===== config.mk =====
export PLATFORM = sky130hd
export DESIGN_NAME = biquinary_code_translate_check
export DESIGN_NICKNAME = d
export VERILOG_FILES = /design/src/include/biquinary_pkg.sv /design/src/hdl/biquinary_code_translate_check.sv /design/src/hdl/validity_checker.sv
export VERILOG_INCLUDE_DIRS = /design/src /design/src/include
export SDC_FILE = /design/constraint.sdc
export NUM_CORES = 1
export LEC_CHECK = 0
export ABC_AREA = 1
export BUFFER_PORTS_ARGS = -buffer_cell sky130_fd_sc_hd__buf_2
export CORE_UTILIZATION = 39
export CTS_CLUSTER_SIZE = 24
export DETAILED_ROUTE_END_ITERATION = 8
export PLACE_DENSITY = 0.7
export SLEW_MARGIN = 30
export SYNTH_ARGS = -nofsm -noshare
export SYNTH_HDL_FRONTEND = slang
export SYNTH_SLANG_ARGS = --single-unit

===== constraint.sdc =====
create_clock -name clk -period 5.5 [get_ports clk]
set_input_delay 1.1 -clock clk [delete_from_list [all_inputs] [get_ports clk]]
set_output_delay 1.1 -clock clk [all_outputs]
set_load 0.02 [all_outputs]

===== src/include/biquinary_map.svh =====
/*
 * bit positions and zero constants for the bi-quinary (2-of-7) and storage (2-of-5) digit codes.
 * assumes inclusion by bare name from the package and the design files.
 */
`ifndef BIQUINARY_MAP_SVH
`define BIQUINARY_MAP_SVH
// 2-of-7 bus bit positions: binary weights then quinary weights
`define BQ_B0 0
`define BQ_B5 1
`define BQ_Q0 2
`define BQ_Q1 3
`define BQ_Q2 4
`define BQ_Q3 5
`define BQ_Q4 6
`define BQ_WIDTH 7
// 2-of-5 storage line bit positions, weights 0,1,2,3,6
`define SC_W0 0
`define SC_W1 1
`define SC_W2 2
`define SC_W3 3
`define SC_W6 4
`define SC_WIDTH 5
// number of capacitor storage units watched
`define CHK_UNITS 3
`define CHK_ACC 0
`define CHK_PGM 1
`define CHK_DIST 2
`define BQ_ZERO 7'h00
`define SC_ZERO 5'h00
`define CHK_ZERO 3'h0
`endif


===== src/include/biquinary_pkg.sv =====
/*
 * types used by the digit translator; its validity checker uses none of them.
 * assumes biquinary_map.svh is on the include path.
 */
`include "biquinary_map.svh"
package biquinary_pkg;
   typedef logic [`BQ_WIDTH-1:0] bq_digit_t;
   typedef logic [`SC_WIDTH-1:0] sc_digit_t;
   typedef logic [`CHK_UNITS-1:0] unit_vec_t;
   // phase of the storage read latch within one digit time
   typedef enum logic [1:0] {
      PH_IDLE = 2'b00,
      PH_HELD = 2'b01
   } latch_phase_t;
endpackage : biquinary_pkg


===== src/hdl/biquinary_code_translate_check.sv =====
/*
 * bi-quinary to storage code translator, storage to bi-quinary translator,
 * storage read latches and three capacitor storage validity checkers.
 * assumes program control gives gates aligned to clk, b_time/a_time pulses
 * mark the middle and end of each digit time.
 */
`include "biquinary_map.svh"
`timescale 1ns/100ps
`default_nettype none
module biquinary_code_translate_check (
   input wire logic clk, // 250 MHz clock
   input wire logic rst_n, // synchronous reset
   input wire logic [`BQ_WIDTH-1:0] dist_digit, // distributor 2-of-7 digit
   input wire logic [`BQ_WIDTH-1:0] read_buf_digit, // read buffer 2-of-7 digit
   input wire logic store_transfer_gate, // store operation gate
   input wire logic buffer_to_main_transfer_gate, // read operation gate
   input wire logic [`SC_WIDTH-1:0] storage_sense, // sampled recorded bits
   input wire logic b_time, // read sample pulse
   input wire logic a_time, // latch-reset pulse
   input wire logic manual_read_in, // manual read-in to storage
   input wire logic punch_buffer_gate, // punch buffer read-in gate
   input wire logic [`BQ_WIDTH-1:0] acc_digit, // accumulator digit
   input wire logic [`BQ_WIDTH-1:0] pgm_digit, // program register digit
   input wire logic [`BQ_WIDTH-1:0] chk_dist_digit, // distributor checked digit
   input wire logic digit_strobe, // digit time of the units
   input wire logic error_reset, // explicit error reset
   output logic [`SC_WIDTH-1:0] storage_write, // 2-of-5 to write circuits
   output logic [`SC_WIDTH-1:0] read_latch, // storage read latches
   output logic [`BQ_WIDTH-1:0] selected_line, // 2-of-7 to selected line
   output logic [`BQ_WIDTH-1:0] punch_buffer_out, // 2-of-7 to punch buffer
   output logic [`CHK_UNITS-1:0] error_light, // per-unit error indicator
   output logic machine_stop // stop request
);
   typedef struct packed {
      logic [`SC_WIDTH-1:0] wr;
      logic [`SC_WIDTH-1:0] latch;
      logic [`BQ_WIDTH-1:0] sel;
      logic [`BQ_WIDTH-1:0] pun;
      logic [`CHK_UNITS-1:0] light;
      logic stop;
      biquinary_pkg::latch_phase_t ph;
   } top_state_t;
   top_state_t s_q;
   top_state_t s_d;
   biquinary_pkg::bq_digit_t in_digit;
   biquinary_pkg::sc_digit_t enc;
   biquinary_pkg::bq_digit_t dec;
   biquinary_pkg::unit_vec_t unit_err;
   logic [`BQ_WIDTH-1:0] unit_digit [`CHK_UNITS];

   ////////////////////////////////////////////////////////////////////////
   // 7-to-5 matrix
   function automatic biquinary_pkg::sc_digit_t to_storage(input biquinary_pkg::bq_digit_t d);
      logic b0;
      logic b5;
      logic [4:0] q;
      b0 = d[`BQ_B0];
      b5 = d[`BQ_B5];
      q = d[`BQ_Q4:`BQ_Q0];
      to_storage = `SC_ZERO;
      to_storage[`SC_W0] = q[1] | (b0 & (q[2] | q[3]));
      to_storage[`SC_W1] = (b0 & (q[0] | q[1] | q[4])) | (b5 & q[2]);
      to_storage[`SC_W2] = q[0] | (b0 & q[2]) | (b5 & q[3]);
      to_storage[`SC_W3] = q[4] | (b0 & q[3]) | (b5 & q[0]);
      to_storage[`SC_W6] = b5 & (q[1] | q[2] | q[3] | q[4]);
   endfunction : to_storage

   // 5-to-7 matrix
   function automatic biquinary_pkg::bq_digit_t to_biquinary(input biquinary_pkg::sc_digit_t s);
      logic w0;
      logic w1;
      logic w2;
      logic w3;
      logic w6;
      w0 = s[`SC_W0];
      w1 = s[`SC_W1];
      w2 = s[`SC_W2];
      w3 = s[`SC_W3];
      w6 = s[`SC_W6];
      to_biquinary = `BQ_ZERO;
      to_biquinary[`BQ_Q0] = w2 & (w1 | w3);
      to_biquinary[`BQ_Q1] = w0 & (w1 | w6);
      to_biquinary[`BQ_Q2] = (w2 & w0) | (w6 & w1);
      to_biquinary[`BQ_Q3] = (w3 & w0) | (w6 & w2);
      to_biquinary[`BQ_Q4] = w3 & (w1 | w6);
      to_biquinary[`BQ_B0] = (w1 & w2) | (w1 & w0) | (w2 & w0) | (w3 & w0) | (w3 & w1);
      to_biquinary[`BQ_B5] = w6 | (w3 & w2);
   endfunction : to_biquinary

   ////////////////////////////////////////////////////////////////////////
   // input selection: store takes the distributor, read takes the buffer
   always_comb begin
      in_digit = `BQ_ZERO;
      if (store_transfer_gate) begin
         in_digit = dist_digit;
      end else if (buffer_to_main_transfer_gate) begin
         in_digit = read_buf_digit;
      end
      enc = to_storage(in_digit);
      dec = to_biquinary(s_q.latch);
   end

   ////////////////////////////////////////////////////////////////////////
   // three independent checkers, one per capacitor storage unit
   assign unit_digit[`CHK_ACC] = acc_digit;
   assign unit_digit[`CHK_PGM] = pgm_digit;
   assign unit_digit[`CHK_DIST] = chk_dist_digit;

   for (genvar u = 0; u < `CHK_UNITS; u++) begin : g_chk
      validity_checker u_chk (
         .clk(clk),
         .rst_n(rst_n),
         .digit(unit_digit[u]),
         .digit_strobe(digit_strobe),
         .error_reset(error_reset),
         .error_latch(unit_err[u])
      );
   end

   ////////////////////////////////////////////////////////////////////////
   // next state: write lines, read latches, converted outputs, indicators
   always_comb begin
      s_d = s_q;
      s_d.wr = enc;
      // reset at A time wins so the gate ends sharply; set follows at B
      if (a_time) begin
         s_d.latch = `SC_ZERO;
         s_d.ph = biquinary_pkg::PH_IDLE;
      end else if (b_time) begin
         s_d.latch = storage_sense;
         s_d.ph = biquinary_pkg::PH_HELD;
      end
      // converted gates dropped at A time; selected line blocked on manual read-in, punch line needs punch_buffer_gate
      if (a_time || s_q.ph == biquinary_pkg::PH_IDLE) begin
         s_d.sel = `BQ_ZERO;
         s_d.pun = `BQ_ZERO;
      end else begin
         s_d.sel = manual_read_in ? `BQ_ZERO : dec;
         s_d.pun = punch_buffer_gate ? dec : `BQ_ZERO;
      end
      s_d.light = unit_err;
      s_d.stop = |unit_err;
   end

   // one register for the whole state keeps every output registered
   always_ff @(posedge clk) begin
      if (!rst_n) begin
         s_q <= '0;
      end else begin
         s_q <= s_d;
      end
   end

   assign storage_write = s_q.wr;
   assign read_latch = s_q.latch;
   assign selected_line = s_q.sel;
   assign punch_buffer_out = s_q.pun;
   assign error_light = s_q.light;
   assign machine_stop = s_q.stop;

   ////////////////////////////////////////////////////////////////////////
   property p_no_gate_no_write;
      @(posedge clk) disable iff (!rst_n) !store_transfer_gate && !buffer_to_main_transfer_gate
         |=> storage_write == `SC_ZERO;
   endproperty
   a_no_gate_no_write: assert property (p_no_gate_no_write) else $error("write without gate");

   property p_w6;
      @(posedge clk) disable iff (!rst_n) store_transfer_gate && dist_digit == 7'h0a |=> storage_write == 5'h11;
   endproperty
   a_w6: assert property (p_w6) else $error("digit 6 not encoded as 0-6");

   property p_w0;
      @(posedge clk) disable iff (!rst_n) store_transfer_gate && dist_digit == 7'h0005 |=> storage_write == 5'h0006;
   endproperty
   a_w0: assert property (p_w0) else $error("digit 0 not encoded as 1-2");

   property p_latch_clear;
      @(posedge clk) disable iff (!rst_n) a_time |=> read_latch == `SC_ZERO ##1 (selected_line == `BQ_ZERO);
   endproperty
   a_latch_clear: assert property (p_latch_clear) else $error("latch not cleared at A time");

   property p_latch_set;
      @(posedge clk) disable iff (!rst_n) b_time && !a_time |=> read_latch == $past(storage_sense);
   endproperty
   a_latch_set: assert property (p_latch_set) else $error("latch not set at B time");

   property p_manual_block;
      @(posedge clk) disable iff (!rst_n) manual_read_in |=> selected_line == `BQ_ZERO;
   endproperty
   a_manual_block: assert property (p_manual_block) else $error("latch output on manual read-in");

   property p_decode;
      @(posedge clk) disable iff (!rst_n) read_latch == 5'h11 && !a_time && !manual_read_in
         |=> selected_line == 7'h0a;
   endproperty
   a_decode: assert property (p_decode) else $error("0-6 not decoded as 6");

   property p_stop;
      @(posedge clk) disable iff (!rst_n) |unit_err |=> machine_stop && error_light == $past(unit_err);
   endproperty
   a_stop: assert property (p_stop) else $error("error did not stop machine");

   ////////////////////////////////////////////////////////////////////////
   // digit table through the 7-to-5 matrix; a wrong product term can still
   // leave two bits up, so each digit is pinned to its own storage code
   property p_enc_1;
      @(posedge clk) disable iff (!rst_n) in_digit == 7'h09 |=> storage_write == 5'h03;
   endproperty
   a_enc_1: assert property (p_enc_1) else $error("digit 1 not encoded as 0-1");

   property p_enc_2;
      @(posedge clk) disable iff (!rst_n) in_digit == 7'h11 |=> storage_write == 5'h05;
   endproperty
   a_enc_2: assert property (p_enc_2) else $error("digit 2 not encoded as 0-2");

   property p_enc_3;
      @(posedge clk) disable iff (!rst_n) in_digit == 7'h21 |=> storage_write == 5'h09;
   endproperty
   a_enc_3: assert property (p_enc_3) else $error("digit 3 not encoded as 0-3");

   property p_enc_4;
      @(posedge clk) disable iff (!rst_n) in_digit == 7'h41 |=> storage_write == 5'h0a;
   endproperty
   a_enc_4: assert property (p_enc_4) else $error("digit 4 not encoded as 1-3");

   property p_enc_5;
      @(posedge clk) disable iff (!rst_n) in_digit == 7'h06 |=> storage_write == 5'h0c;
   endproperty
   a_enc_5: assert property (p_enc_5) else $error("digit 5 not encoded as 2-3");

   property p_enc_7;
      @(posedge clk) disable iff (!rst_n) in_digit == 7'h12 |=> storage_write == 5'h12;
   endproperty
   a_enc_7: assert property (p_enc_7) else $error("digit 7 not encoded as 1-6");

   property p_enc_8;
      @(posedge clk) disable iff (!rst_n) in_digit == 7'h22 |=> storage_write == 5'h14;
   endproperty
   a_enc_8: assert property (p_enc_8) else $error("digit 8 not encoded as 2-6");

   property p_enc_9;
      @(posedge clk) disable iff (!rst_n) in_digit == 7'h42 |=> storage_write == 5'h18;
   endproperty
   a_enc_9: assert property (p_enc_9) else $error("digit 9 not encoded as 3-6");

   // digit table back through the 5-to-7 matrix; manual read-in and the
   // A-time cut are left out because both force the line to zero
   property p_dec_0;
      @(posedge clk) disable iff (!rst_n) read_latch == 5'h06 && !a_time && !manual_read_in
         |=> selected_line == 7'h05;
   endproperty
   a_dec_0: assert property (p_dec_0) else $error("1-2 not decoded as 0");

   property p_dec_1;
      @(posedge clk) disable iff (!rst_n) read_latch == 5'h03 && !a_time && !manual_read_in
         |=> selected_line == 7'h09;
   endproperty
   a_dec_1: assert property (p_dec_1) else $error("0-1 not decoded as 1");

   property p_dec_2;
      @(posedge clk) disable iff (!rst_n) read_latch == 5'h05 && !a_time && !manual_read_in
         |=> selected_line == 7'h11;
   endproperty
   a_dec_2: assert property (p_dec_2) else $error("0-2 not decoded as 2");

   property p_dec_3;
      @(posedge clk) disable iff (!rst_n) read_latch == 5'h09 && !a_time && !manual_read_in
         |=> selected_line == 7'h21;
   endproperty
   a_dec_3: assert property (p_dec_3) else $error("0-3 not decoded as 3");

   property p_dec_4;
      @(posedge clk) disable iff (!rst_n) read_latch == 5'h0a && !a_time && !manual_read_in
         |=> selected_line == 7'h41;
   endproperty
   a_dec_4: assert property (p_dec_4) else $error("1-3 not decoded as 4");

   property p_dec_5;
      @(posedge clk) disable iff (!rst_n) read_latch == 5'h0c && !a_time && !manual_read_in
         |=> selected_line == 7'h06;
   endproperty
   a_dec_5: assert property (p_dec_5) else $error("2-3 not decoded as 5");

   property p_dec_7;
      @(posedge clk) disable iff (!rst_n) read_latch == 5'h12 && !a_time && !manual_read_in
         |=> selected_line == 7'h12;
   endproperty
   a_dec_7: assert property (p_dec_7) else $error("1-6 not decoded as 7");

   property p_dec_8;
      @(posedge clk) disable iff (!rst_n) read_latch == 5'h14 && !a_time && !manual_read_in
         |=> selected_line == 7'h22;
   endproperty
   a_dec_8: assert property (p_dec_8) else $error("2-6 not decoded as 8");

   property p_dec_9;
      @(posedge clk) disable iff (!rst_n) read_latch == 5'h18 && !a_time && !manual_read_in
         |=> selected_line == 7'h42;
   endproperty
   a_dec_9: assert property (p_dec_9) else $error("3-6 not decoded as 9");

   // punch path gating, gate priority and the held stop request
   property p_pun_block;
      @(posedge clk) disable iff (!rst_n) !punch_buffer_gate |=> punch_buffer_out == `BQ_ZERO;
   endproperty
   a_pun_block: assert property (p_pun_block) else $error("punch buffer fed without gate");

   property p_pun_pass;
      @(posedge clk) disable iff (!rst_n) read_latch == 5'h06 && !a_time && punch_buffer_gate
         |=> punch_buffer_out == 7'h05;
   endproperty
   a_pun_pass: assert property (p_pun_pass) else $error("punch buffer missed converted digit");

   property p_priority;
      @(posedge clk) disable iff (!rst_n) store_transfer_gate && buffer_to_main_transfer_gate && dist_digit == 7'h42
         |=> storage_write == 5'h18;
   endproperty
   a_priority: assert property (p_priority) else $error("store gate did not take priority");

   property p_stop_hold;
      @(posedge clk) disable iff (!rst_n) machine_stop && !error_reset && !$past(error_reset)
         |=> machine_stop;
   endproperty
   a_stop_hold: assert property (p_stop_hold) else $error("stop dropped without reset");

   property p_quiet;
      @(posedge clk) disable iff (!rst_n) unit_err == `CHK_ZERO |=> !machine_stop && error_light == `CHK_ZERO;
   endproperty
   a_quiet: assert property (p_quiet) else $error("stop or light without error");
endmodule : biquinary_code_translate_check
`default_nettype wire


===== src/hdl/validity_checker.sv =====
/*
 * one 2-of-7 validity checker with its sticky error latch.
 * assumes digit_strobe marks each digit time of the monitored unit.
 */
`include "biquinary_map.svh"
`timescale 1ns/100ps
`default_nettype none
module validity_checker (
   input wire logic clk, // system clock
   input wire logic rst_n, // synchronous reset
   input wire logic [`BQ_WIDTH-1:0] digit, // monitored 2-of-7 bus
   input wire logic digit_strobe, // digit time present
   input wire logic error_reset, // explicit error reset
   output logic error_latch // sticky error latch
);
   typedef struct packed {
      logic err;
   } chk_state_t;
   chk_state_t s_q;
   chk_state_t s_d;
   logic bad;

   // true when a group does not hold exactly one bit
   function automatic logic not_one_hot(input logic [4:0] v, input logic [2:0] n);
      logic [2:0] cnt;
      cnt = 3'h0;
      for (int i = 0; i < 5; i++) begin
         if (i < n) begin
            cnt = cnt + {2'b00, v[i]};
         end
      end
      not_one_hot = (cnt != 3'h1);
   endfunction : not_one_hot

   ////////////////////////////////////////////////////////////////////////
   // extra or missing binary or quinary bit
   always_comb begin
      bad = not_one_hot({3'b000, digit[`BQ_B5], digit[`BQ_B0]}, 3'h2)
         | not_one_hot(digit[`BQ_Q4:`BQ_Q0], 3'h5);
      s_d = s_q;
      if (digit_strobe && bad) begin
         s_d.err = 1'b1; // set wins over reset
      end else if (error_reset) begin
         s_d.err = 1'b0;
      end
   end

   // new good digits never clear the latch
   always_ff @(posedge clk) begin
      if (!rst_n) begin
         s_q <= '0;
      end else begin
         s_q <= s_d;
      end
   end
   assign error_latch = s_q.err;

   property p_sticky;
      @(posedge clk) disable iff (!rst_n) error_latch && !error_reset |=> error_latch;
   endproperty
   a_sticky: assert property (p_sticky) else $error("error latch dropped without reset");

   property p_set;
      @(posedge clk) disable iff (!rst_n) digit_strobe && (digit[`BQ_B0] == digit[`BQ_B5]) |=> error_latch;
   endproperty
   a_set: assert property (p_set) else $error("bad binary pair not latched");
endmodule : validity_checker
`default_nettype wire


== Yosys cells after proc, flatten, opt, wreduce, memory -nomap -nowiden ==
Cells that the tools add are included.

* Bits in registers: 32
* Output and inout port bits: 28
* Logic and storage cells: 94

* Add/subtract/negate cells: 15
* Equality and inequality tests: 6
* Mux-type cells: 6
* Bitwise operators: 45
* Reduce and logical (&&, ||, !) cells: 12

{| class="wikitable"
|+ Operators by type and width
! operator !! number
|-
| $add 3x1->3 || 9
|-
| $or 1x1->1 || 24
|-
| $and 1x1->1 || 19
|-
| $ne 3x1->1 const B || 6
|-
| $mux 7 || 2
|-
| $add 1x1->2 || 6
|-
| $reduce_or 3->1 || 3
|-
| $reduce_bool 2->1 || 3
|-
| $mux 1 || 4
|-
| $logic_and 1x1->1 || 3
|-
| $logic_not 2->1 || 1
|-
| $not 1->1 || 2
|-
| $reduce_or 2->1 || 1
|-
| $logic_or 1x1->1 || 1
|}

== Longest topological paths before layout ==
* Depth after elaboration: 8
* Depth in mapped cells: 10

== By module ==
Synthesis repeated with hierarchy kept, for this count alone.

* Cell total of the unflattened synthesis: 254
* Area, all modules: 1830.5 um^2

{| class="wikitable"
|+ Modules (own cells, without submodules)
! module !! instances !! cells an instance !! area an instance (um^2) !! sequential area each (um^2)
|-
| biquinary_code_translate_check || 1 || 176 || 1350.0 || 580.6
|-
| validity_checker || 3 || 26 || 160.2 || 20.0
|}

== Worst setup path after synthesis ==
No wires, ideal clock.

* Path type: input port to flip-flop
* From: in acc_digit[2]
* To: reg g_chk[0].u_chk.s_q
* Setup time: 0.124 ns
* Data arrival time: 2.832 ns
* Required time: 5.376 ns
* Path slack: 2.544 ns
* Stages on the path: 10
* Buffers on the path: 0
* Cells stage by stage: ha_1 inv_1 fa_1 inv_1 ha_1 fa_1 nor2_1 nand2_1 o21ai_0 o21ai_0

* Longest elaborated chain between the ends: 8
* Elaborated cells on any way between the ends: 9

{| class="wikitable"
|+ Ends and longest elaborated chain
! item !! line !! source
|-
| start, declared || biquinary_code_translate_check.sv:22 || <nowiki>input wire logic [`BQ_WIDTH-1:0] acc_digit,</nowiki>
|-
| $add 1x1->2 (*) || validity_checker.sv:29 || <nowiki>cnt = cnt + {2'b00, v[i]};</nowiki>
|-
| $add 3x1->3 (*) (3 in a row) || validity_checker.sv:29 ||
|-
| $ne 3x1->1 (*) || validity_checker.sv:32 || <nowiki>not_one_hot = (cnt != 3'h1);</nowiki>
|-
| $or 1x1->1 (*) || validity_checker.sv:38 || <nowiki>bad = not_one_hot({3'b000, digit[`BQ_B5], digit[`BQ_B0]}, 3'h2)</nowiki>
|-
| $logic_and 1x1->1 (*) || validity_checker.sv:41 || <nowiki>if (digit_strobe && bad) begin</nowiki>
|-
| $mux 1 or $reduce_bool 2->1 (tied branches) || n/a ||
|-
| end signal, assigned || validity_checker.sv:51 || <nowiki>s_q <= '0;</nowiki>
|-
| end signal, assigned || validity_checker.sv:53 || <nowiki>s_q <= s_d;</nowiki>
|-
| end, declared || validity_checker.sv:19 || <nowiki>chk_state_t s_q;</nowiki>
|}

Every way passes the cells marked *; elsewhere a longest branch is shown, timed or not.
A chain may end at the register's enable or synchronous reset.

== Final worst setup path ==
* From: in pgm_digit[2]
* To: reg g_chk[1].u_chk.s_q

* Longest elaborated chain between the ends: 8
* Elaborated cells on any way between the ends: 9

{| class="wikitable"
|+ Ends and longest elaborated chain
! item !! line !! source
|-
| start, declared || biquinary_code_translate_check.sv:23 || <nowiki>input wire logic [`BQ_WIDTH-1:0] pgm_digit,</nowiki>
|-
| $add 1x1->2 (*) || validity_checker.sv:29 ||
|-
| $add 3x1->3 (*) (3 in a row) || validity_checker.sv:29 ||
|-
| $ne 3x1->1 (*) || validity_checker.sv:32 ||
|-
| $or 1x1->1 (*) || validity_checker.sv:38 ||
|-
| $logic_and 1x1->1 (*) || validity_checker.sv:41 ||
|-
| $mux 1 or $reduce_bool 2->1 (tied branches) || n/a ||
|-
| end signal, assigned || validity_checker.sv:51 ||
|-
| end signal, assigned || validity_checker.sv:53 ||
|-
| end, declared || validity_checker.sv:19 ||
|}

Marked as above.

==> summary.txt <==
Status -> completed
Root Driver -> clkbuf_8
Gate Count Post-Synth -> 210
Diodes inserted -> 0
CP max stage cell -> fa_1
Post-synth top cells -> 33 x inv_1, 32 x dfxtp_1, 30 x nand2_1
Worst Setup End Kind -> flip-flop
Worst setup SP type -> input port
Tot GR Track Use -> 14.4%
Final Max Slew Viols -> 0
Yosys top cell area share -> 37.7%
Drt first pass iters -> 4
Input/output buffers -> 77
Die width -> 68.0 µm
Worst hold path class -> flip-flop to flip-flop
Final Worst Setup Slack -> 2610 ps
TritonCTS clock tree -> built
Total power -> 0.552 mW
Hold Fails Final Rpt -> 0
First-pass GRT wire length -> 5070 µm
Placer Congestion -> 0.823
DP Area -> 0.00192 mm²
Hold path startpoint -> g_chk[2].u_chk.error_latch
Initial antenna violation count -> 0
Final setup skew -> 9.64 ps
Slew margin rel. -> 83.9%
Post-Layout Inst Area -> 0.00203 mm²
Starting Density -> 41.5%
Most frequent cell after synthesis -> inv_1
Nets -> 327
Fmax -> 346 MHz
Largest net degree at the start of global routing -> 13
Pwr Density -> 272 mW/mm²
Synth top area cells -> dfxtp_1 38%, buf_4 12%, inv_1 7.3%
Ys Warns -> 0
Least-Margin Pin Slew -> 238 ps
Library cells used by synthesis -> 22
Sequential share of the synthesized area -> 37.7%
Total wire length -> 2970 µm
Die span in y -> 68.0 µm
Worst slack, placed -> 2310 ps
Flop-to-flop setup slack -> 4530 ps
Post-CTS Setup Inserts -> 0
Critical R2R Launch -> read_latch[1]
Largest area contributor in the netlist -> dfxtp_1
Number of flops mapped to enable cells by yosys -> 0
Crit path required time -> 5650 ps
RSZ-0062 raised after global routing -> false
Mapped Nets -> 272
Final period util -> 52.6%
Ys async rst share -> 0%
WHS Path Cells -> 2
Capturing point of the worst reg2reg path -> selected_line[0]
# Max-Cap Violations -> 0
CP arrival -> 3040 ps
Setup Crit Path Kind -> input port to flip-flop
Clock slew at reported path FFs -> 60 ps
Post-DP HPWL -> 2510 µm
Hold endpoint -> error_light[2]
Post-CTS resize count -> 0
Iter 0 DRT Violations -> 90
Vias in the first global route -> 1301
CP max stage delay -> 480 ps
TritonCTS Buffers -> 5
Lkg Pwr -> 1.13 nW
Overflow after GRT -> 0
CTS Buffer Depth -> 2
Worst ir drop on vdd -> 0.118 mV
Minimum clock period -> 2890 ps
I/O pins -> 78
Top_reg_cell synth -> dfxtp_1
Post-route ant nets -> 0
# setup viols final -> 0
Hold-fix buffers, CTS -> 0
Area grow syn2layout -> 19.5%
Vias -> 1378
Setup TNS -> 0 ps
CTS sink count -> 32
Die ar. -> 0.00462 mm²
Layout cell share with drive strength beyond 1 -> 33.8%
Worst skew pair latency -> 270 ps
Worst Reg2Reg Path Length in Cells -> 4
Row cnt -> 23
# DRC -> 0
Mapped Area -> 0.00170 mm²
DR WL/cell -> 9.38 µm
FILL cells -> 432
Seq cells post-synth -> 32
Vias per cell -> 4.36
Avg Synthesized Cell Area -> 8.09 µm²
CP cell instances -> buf_2, ha_1, inv_1, fa_1, inv_1, ha_1, fa_1, nor2_1, nand2_1, o21ai_0, o21ai_0
Core area -> 0.00409 mm²
Worst-path fanout max -> 1
H-Tree Depth -> 2
flip-flops by register name, summed over array words and instances, names as in the netlist:
name	count
read_latch	5
machine_stop	1
storage_write	5
g_chk.u_chk.error_latch	3
error_light	3
selected_line	7
punch_buffer_out	7
s_q	1
final cells by class:
type / count / area, µm² / share of cell area (%)
flip-flops and latches: 32 / 641 / 31.6
repair buffers: 77 / 385 / 19.0
inverters: 36 / 138 / 6.79
clock inverters: 2 / 35.0 / 1.73
clock buffers: 6 / 72.6 / 3.58
well taps: 50 / 62.6 / 3.08
multi-input cells: 113 / 694 / 34.2
critical path: cells and delay by family:
kind                     cells  cell delay (ps)
buffers and inverters        3              190
AND/OR/NAND/NOR              2              160
adder cells (fa/ha/maj)      4             1350
AO/OA/AOI/OAI                2              240
power breakdown:
part | leakage [nW] | internal [mW] | total, mW | switching [mW]
Clock | 0.0552 | 0.134 | 0.211 | 0.0768
Sequential | 0.262 | 0.242 | 0.246 | 0.00425
Combinational | 0.818 | 0.0415 | 0.0951 | 0.0536
Total | 1.13 | 0.418 | 0.552 | 0.135
cell families after synthesis:
group | after synthesis | share of synthesized area (%)
adder cells (fa/ha/maj) | 12 | 11.5
AND/OR/NAND/NOR | 72 | 19.6
XOR/XNOR | 3 | 1.55
buffers and inverters | 65 | 21.4
AO/OA/AOI/OAI | 26 | 8.25
flip-flops | 32 | 37.7
worst max-delay path by stage:
stage,start,endpoint,slack (ps),depth (start not counted)
after floorplan,acc_digit[2],g_chk[0].u_chk.error_latch,2540,10
after global placement,chk_dist_digit[2],g_chk[2].u_chk.error_latch,2380,11
after detailed placement,pgm_digit[2],g_chk[1].u_chk.error_latch,2310,11
after CTS,pgm_digit[2],g_chk[1].u_chk.error_latch,2600,11
after global routing,pgm_digit[2],g_chk[1].u_chk.error_latch,2410,11
final,pgm_digit[2],g_chk[1].u_chk.error_latch,2610,11
stage by stage:
| stage | utilization [%] | instances | hold WS (ps) |
|---|---|---|---|
| after CTS | 49.6 | 316 | 468 |
| after floorplan | - | 210 | 418 |
| after global placement | 47.0 | 308 | 439 |
| final | 49.6 | 316 | 465 |
| after detailed placement | 47.0 | 308 | 440 |
| after global routing | 49.6 | 316 | 498 |
cell usage in the layout (no fill, tap or decap), types with 2 or more instances in the layout:
master,netlist,final
a211oi_1,2,2
a21oi_1,6,6
buf_2,0,77
clkbuf_8,0,5
dfxtp_1,32,32
fa_1,6,6
ha_1,6,6
inv_1,33,33
nand2_1,30,30
nand3_1,11,11
nor2_1,27,27
o21ai_0,15,15
o22ai_1,2,2
xnor2_1,3,3
per-layer routing:
metal	vias up	track usage (%)	share of wire (%)
li1	732	-	-
met1	607	16.1	43
met2	37	26.5	51
met3	2	3.83	5.0
met4	0	3.91	0.84
met5	-	0	0
Note: power is estimated with default switching activity, not from simulation.
